`config.mk`:
```
export PLATFORM = sky130hd
export DESIGN_NAME = ctms_top
export DESIGN_NICKNAME = d
export VERILOG_FILES = /design/src/design/ctms_mode_sel.v /design/src/design/ctms_top.v
export VERILOG_INCLUDE_DIRS = /design/src /design/src/design
export SDC_FILE = /design/constraint.sdc
export NUM_CORES = 1
export LEC_CHECK = 0
export BUFFER_PORTS_ARGS = -buffer_cell sky130_fd_sc_hd__buf_2
export CAP_MARGIN = 20
export CORE_ASPECT_RATIO = 1.1
export CORE_MARGIN = 5
export CORE_UTILIZATION = 32
export CTS_BUF_LIST = sky130_fd_sc_hd__clkbuf_8
export DETAILED_ROUTE_END_ITERATION = 12
export GPL_TIMING_DRIVEN = 0
export PLACE_DENSITY = 0.78
export SYNTH_ARGS = -nofsm -noshare
export SYNTH_HDL_FRONTEND = slang
export SYNTH_SLANG_ARGS = --single-unit
```
`constraint.sdc`:
```
create_clock -name pclk -period 1 [get_ports pclk]
set_input_delay 0.05 -clock pclk [delete_from_list [all_inputs] [get_ports pclk]]
set_output_delay 0.05 -clock pclk [all_outputs]
set_load 0.01 [all_outputs]
```
`src/design/ctms_regs.vh`:
```
// register offsets, field positions, reset values and output mode codes for the clock test-mode select block
// ==========================================================================
`ifndef CTMS_REGS_VH
`define CTMS_REGS_VH
// ==========================================================================
// register map
`define CTMS_CTRL_OFFSET    12'h000
`define CTMS_STATUS_OFFSET  12'h004
// ==========================================================================
// control fields
`define CTMS_ENTRY_BIT      0
`define CTMS_CHOICE_BIT     1
`define CTMS_CTRL_RESET     32'h00000000
// ==========================================================================
// status fields
`define CTMS_ST_HW_BIT      0
`define CTMS_ST_SW_BIT      1
`define CTMS_ST_HIZ_BIT     2
`define CTMS_ST_REF_BIT     3
// ==========================================================================
// output modes
`define CTMS_OUT_NORMAL     2'h0
`define CTMS_OUT_HIZ        2'h1
`define CTMS_OUT_REF        2'h2
`endif

```
`src/design/ctms_mode_sel.v`:
```
// combinational output-mode decode for the clock test-mode select block
`timescale 1ns/1ps
`include "ctms_regs.vh"
module ctms_mode_sel
(
   // mode state
   input  wire       hw_test,
   input  wire       sw_test,
   // selectors
   input  wire       test_output_select_pin,
   input  wire       output_choice_bit,
   // result
   output reg  [1:0] out_mode
);
   always @*
   begin
      if (hw_test)
      begin
         if (!test_output_select_pin && !output_choice_bit)
            out_mode = `CTMS_OUT_HIZ;
         else
            out_mode = `CTMS_OUT_REF;
      end
      else if (sw_test)
      begin
         // pin deliberately not looked at here
         if (output_choice_bit)
            out_mode = `CTMS_OUT_REF;
         else
            out_mode = `CTMS_OUT_HIZ;
      end
      else
         out_mode = `CTMS_OUT_NORMAL;
   end
endmodule

```
`src/design/ctms_top.v`:
```
// clock output test-mode select with apb control registers
//
// The APB register port and the register offsets were chosen for this implementation.
`timescale 1ns/1ps
`include "ctms_regs.vh"
module ctms_top
(
   // apb
   input  wire        pclk,
   input  wire        presetn,
   input  wire        psel,
   input  wire        penable,
   input  wire        pwrite,
   input  wire [11:0] paddr,
   input  wire [31:0] pwdata,
   output reg  [31:0] prdata,
   output reg         pready,
   output reg         pslverr,
   // pins
   input  wire        test_latch_select_pin,
   input  wire        test_output_select_pin,
   // output control
   output reg         outputs_hiz,
   output reg         outputs_ref,
   output reg         test_active
);
   // ========================================================================
   // state
   reg        strap_done_reg;
   reg        hw_test_reg;
   reg        sw_test_reg;
   reg        entry_reg;
   reg        choice_reg;
   wire [1:0] out_mode;
   wire       acc;
   wire       wr;
   wire       ctrl_hit;
   wire       stat_hit;

   assign acc      = psel & penable;
   assign wr       = acc & pwrite;
   assign ctrl_hit = (paddr == `CTMS_CTRL_OFFSET);
   assign stat_hit = (paddr == `CTMS_STATUS_OFFSET);

   // ========================================================================
   // power-up strap and sticky test modes
   // presetn stands for power-up; nothing else ever clears the mode flags
   always @(posedge pclk or negedge presetn)
   begin
      if (!presetn)
      begin
         strap_done_reg <= 1'b0;
         hw_test_reg    <= 1'b0;
         sw_test_reg    <= 1'b0;
      end
      else
      begin
         if (!strap_done_reg)
         begin
            strap_done_reg <= 1'b1;
            hw_test_reg    <= test_latch_select_pin;
         end
         // software entry only possible when strap read low
         if (strap_done_reg && !hw_test_reg && entry_reg)
            sw_test_reg <= 1'b1;
      end
   end

   // ========================================================================
   // control register
   always @(posedge pclk or negedge presetn)
   begin
      if (!presetn)
      begin
         entry_reg  <= 1'b0;
         choice_reg <= 1'b0;
      end
      else if (wr && ctrl_hit)
      begin
         // entry bit is sticky: writing zero cannot leave test mode
         entry_reg  <= entry_reg | pwdata[`CTMS_ENTRY_BIT];
         choice_reg <= pwdata[`CTMS_CHOICE_BIT];
      end
   end

   ctms_mode_sel u_sel
   (
      .hw_test                (hw_test_reg),
      .sw_test                (sw_test_reg),
      .test_output_select_pin (test_output_select_pin),
      .output_choice_bit      (choice_reg),
      .out_mode               (out_mode)
   );

   // ========================================================================
   // registered outputs
   always @(posedge pclk or negedge presetn)
   begin
      if (!presetn)
      begin
         outputs_hiz <= 1'b0;
         outputs_ref <= 1'b0;
         test_active <= 1'b0;
      end
      else
      begin
         outputs_hiz <= (out_mode == `CTMS_OUT_HIZ);
         outputs_ref <= (out_mode == `CTMS_OUT_REF);
         test_active <= hw_test_reg | sw_test_reg;
      end
   end

   // ========================================================================
   // apb slave: answers in the access cycle, read data registered at setup
   always @(posedge pclk or negedge presetn)
   begin
      if (!presetn)
      begin
         prdata  <= 32'h00000000;
         pready  <= 1'b0;
         pslverr <= 1'b0;
      end
      else
      begin
         pready  <= psel & ~penable;
         pslverr <= psel & ~penable & ~(ctrl_hit | stat_hit);
         prdata  <= 32'h00000000;
         if (psel && !penable && !pwrite)
         begin
            if (ctrl_hit)
            begin
               prdata[`CTMS_ENTRY_BIT]  <= entry_reg;
               prdata[`CTMS_CHOICE_BIT] <= choice_reg;
            end
            else if (stat_hit)
            begin
               prdata[`CTMS_ST_HW_BIT]  <= hw_test_reg;
               prdata[`CTMS_ST_SW_BIT]  <= sw_test_reg;
               prdata[`CTMS_ST_HIZ_BIT] <= (out_mode == `CTMS_OUT_HIZ);
               prdata[`CTMS_ST_REF_BIT] <= (out_mode == `CTMS_OUT_REF);
            end
         end
      end
   end
endmodule

```
==> impl_metrics.json <==
{
  "outcome": "finished with violations",
  "violations": "negative setup slack",
  "r2r_end": "prdata[3]",
  "drcViolationCount": 0,
  "yosysTopAreaCell": "dfrtp_1",
  "p_per_area_mw_per_mm2": 1131,
  "grt_pass1_vias": 628,
  "die_h_microns": 62.79,
  "r2r_setup_slack_ns": -0.08,
  "critPathLaunchType": "register",
  "worst_ep_arrival_time_ns": 1.20,
  "finalCriticalPeriod_ns": 1.080,
  "ys_ff_latch": 14,
  "cp-startpoint": "hw_test_reg",
  "hold_viol_final": 0,
  "hold_path_depth": 2,
  "mostFrequentLayoutCells": "30 x buf_4, 29 x conb_1, 29 x buf_2",
  "clock_latency_ns": 0.24,
  "io_buffer_count": 29,
  "syn-instance-count": 73,
  "area_growth_pct": 43.67,
  "largest_register": "prdata",
  "synth.top_cell.area_share": 0.4321,
  "ioPinCount": 88,
  "required_ns": 1.12,
  "die_x_microns": 58.00,
  "skew_ns": 0.004099,
  "cts.sinks": 14,
  "cp_cell_sequence": "or2_4 -> a22o_1 -> nor3b_1",
  "layout_commonest_cell": "buf_4",
  "synthesis.area_sq_um": 810.8,
  "clkTransAtPathRegs_ns": 0.05,
  "dr.first_iter.drc_count": 6,
  "diodes": 0,
  "cts_tree": "built",
  "fmax_mhz": 925.9,
  "clk_path_buf_depth": 2,
  "slew_viol_final": 0,
  "wl_mm": 1.658,
  "crit_buf_inv": 0,
  "cts_root_buffer": "clkbuf_8",
  "maxCapViolCount": 0,
  "crit_family": "flip-flops",
  "avgViaCountPerCell": 3.904,
  "place_area_sq_mm": 0.001099,
  "path_max_fanout": 4,
  "rsz0062_at_grt": "true",
  "grt_usage": 0.09000,
  "routabilityCongestion": 0.8055,
  "fp.coreArea_sq_mm": 0.002472,
  "design_area_sq_mm": 0.001165,
  "synthTopCellsByArea": "dfrtp_1 43%, buf_4 26%, nor4_4 5.2%",
  "fin_util": 0.4712,
  "cts_buffers": 3,
  "yosys_warnings": 0,
  "cpMaxStageDelayCell": "dfrtp_1",
  "start_util": 0.3279,
  "grt_pass1_wl_mm": 2.504,
  "reg2reg_depth": 3,
  "dpl.hpwl_mm": 1.400,
  "cts_resized": 0,
  "cp-end-kind": "register",
  "hold_end": "prdata[0]",
  "setup_viol": 1,
  "final_antenna_net_count": 0,
  "p_leak_nw": 0.6703,
  "r2r-start": "hw_test_reg",
  "max_stage_delay_ns": 0.39,
  "vias": 648,
  "rows": 19,
  "gr-total-overflow": 0,
  "yosysUniqueCellTypes": 24,
  "hold_start": "pwrite",
  "vdd_drop_max_v": 0.0006589,
  "layout_setup_ws_ns": -0.08001,
  "drive_above_1_share": 0.5185,
  "finalCritPeriodShare": 1.080,
  "routedWlPerCell_microns": 9.988,
  "nets": 188,
  "num-fill-cells": 246,
  "drt_pass1_iterations": 4,
  "yosysSeqAreaShare": 0.4321,
  "antenna_found_initial": 0,
  "grt_max_degree": 15,
  "crit_type": "register to register",
  "htree_levels": 1,
  "hold_path_class": "primary input to register",
  "die_area_sq_mm": 0.003642,
  "largest_register_ffs": 4,
  "avgSynthCellArea_sq_um": 11.11
}
## layout make-up
| class | count | area (sq um) | area share |
|---|---|---|---|
| sequential | 14 | 350.3 | 0.3008 |
| tap | 31 | 38.79 | 0.03330 |
| inverter | 2 | 7.507 | 0.006445 |
| buffer | 28 | 210.2 | 0.1805 |
| clock buffer | 3 | 41.29 | 0.03545 |
| multi-input combinational | 56 | 346.6 | 0.2975 |
| timing repair buffer | 32 | 170.2 | 0.1461 |
## layer usage
metal	global-route usage	share of wire	vias up
met4	0.05217	0.023	0
met5	0	0	-
met3	0.03512	0.14	5
li1	-	-	317
met2	0.1667	0.53	40
met1	0.07858	0.31	286
## cell usage after synthesis
library cell   n
buf_4         28
dfrtp_1       14
nand2b_1       3
conb_1         2
inv_1          2
mux2i_1        2
nand4_1        2
nor3b_1        2
nor4_1         2
nor4_4         2
a2111oi_2      1
a21oi_1        1
a22o_1         1
a31o_2         1
and3_2         1
and4b_1        1
mux2_1         1
mux2_2         1
nand2_1        1
nand3_1        1
nor2_1         1
nor3_2         1
o21bai_1       1
or2_2          1
## through the flow
step | setup WS (ns) | cells | power (W) | hold slack [ns] | TNS, ns
5_1_grt | -0.1392 | 166 | 0.001373 | 0.02996 | -0.1944
4_1_cts | -0.08243 | 166 | 0.001319 | 0.01285 | -0.1184
3_5_place_dp | -0.1640 | 160 | 0.0008700 | -0.04743 | -0.3986
2_1_floorplan | -0.05787 | 100 | 0.0007842 | -0.2456 | -0.07299
3_3_place_gp | -0.1471 | 160 | 0.0008639 | -0.05390 | -0.3253
6_report | -0.08001 | 166 | 0.001318 | 0.01931 | -0.08001
## power by group
| group | switching [W] | total (W) | internal [W] |
|---|---|---|---|
| combinational | 0.000137 | 0.000281 | 0.000144 |
| clock | 0.000176 | 0.000441 | 0.000265 |
| sequential | 0.00000774 | 0.000596 | 0.000588 |
| total | 0.000321 | 0.00132 | 0.000997 |
## cell families after synthesis
group | count (synthesis) | synth area share
multiplexers | 4 | 0.05247
AO/OA/AOI/OAI | 5 | 0.05555
flip-flops | 14 | 0.4321
buffers and inverters | 30 | 0.2685
AND/OR/NAND/NOR | 18 | 0.1821
other | 2 | 0.009263
## worst max-delay path by stage
stage / endpoint / slack (ns) / depth (start not counted)
5_1_grt: prdata[3] / -0.14 / 3
3_5_place_dp: prdata[2] / -0.16 / 4
2_1_floorplan: prdata[3] / -0.06 / 3
3_3_place_gp: prdata[2] / -0.15 / 4
4_1_cts: prdata[3] / -0.08 / 3
6_report: prdata[3] / -0.08 / 3
## timing repair
item | 4_1_cts | 5_1_grt
setup endpoints to repair | 2 | 2
endpoints found under the hold margin | 14 | 0
pin swaps | 0 | 1
hold buffers | 1 | 0
setup buffers | 2 | 0
Power figures use the tool's default switching activity.
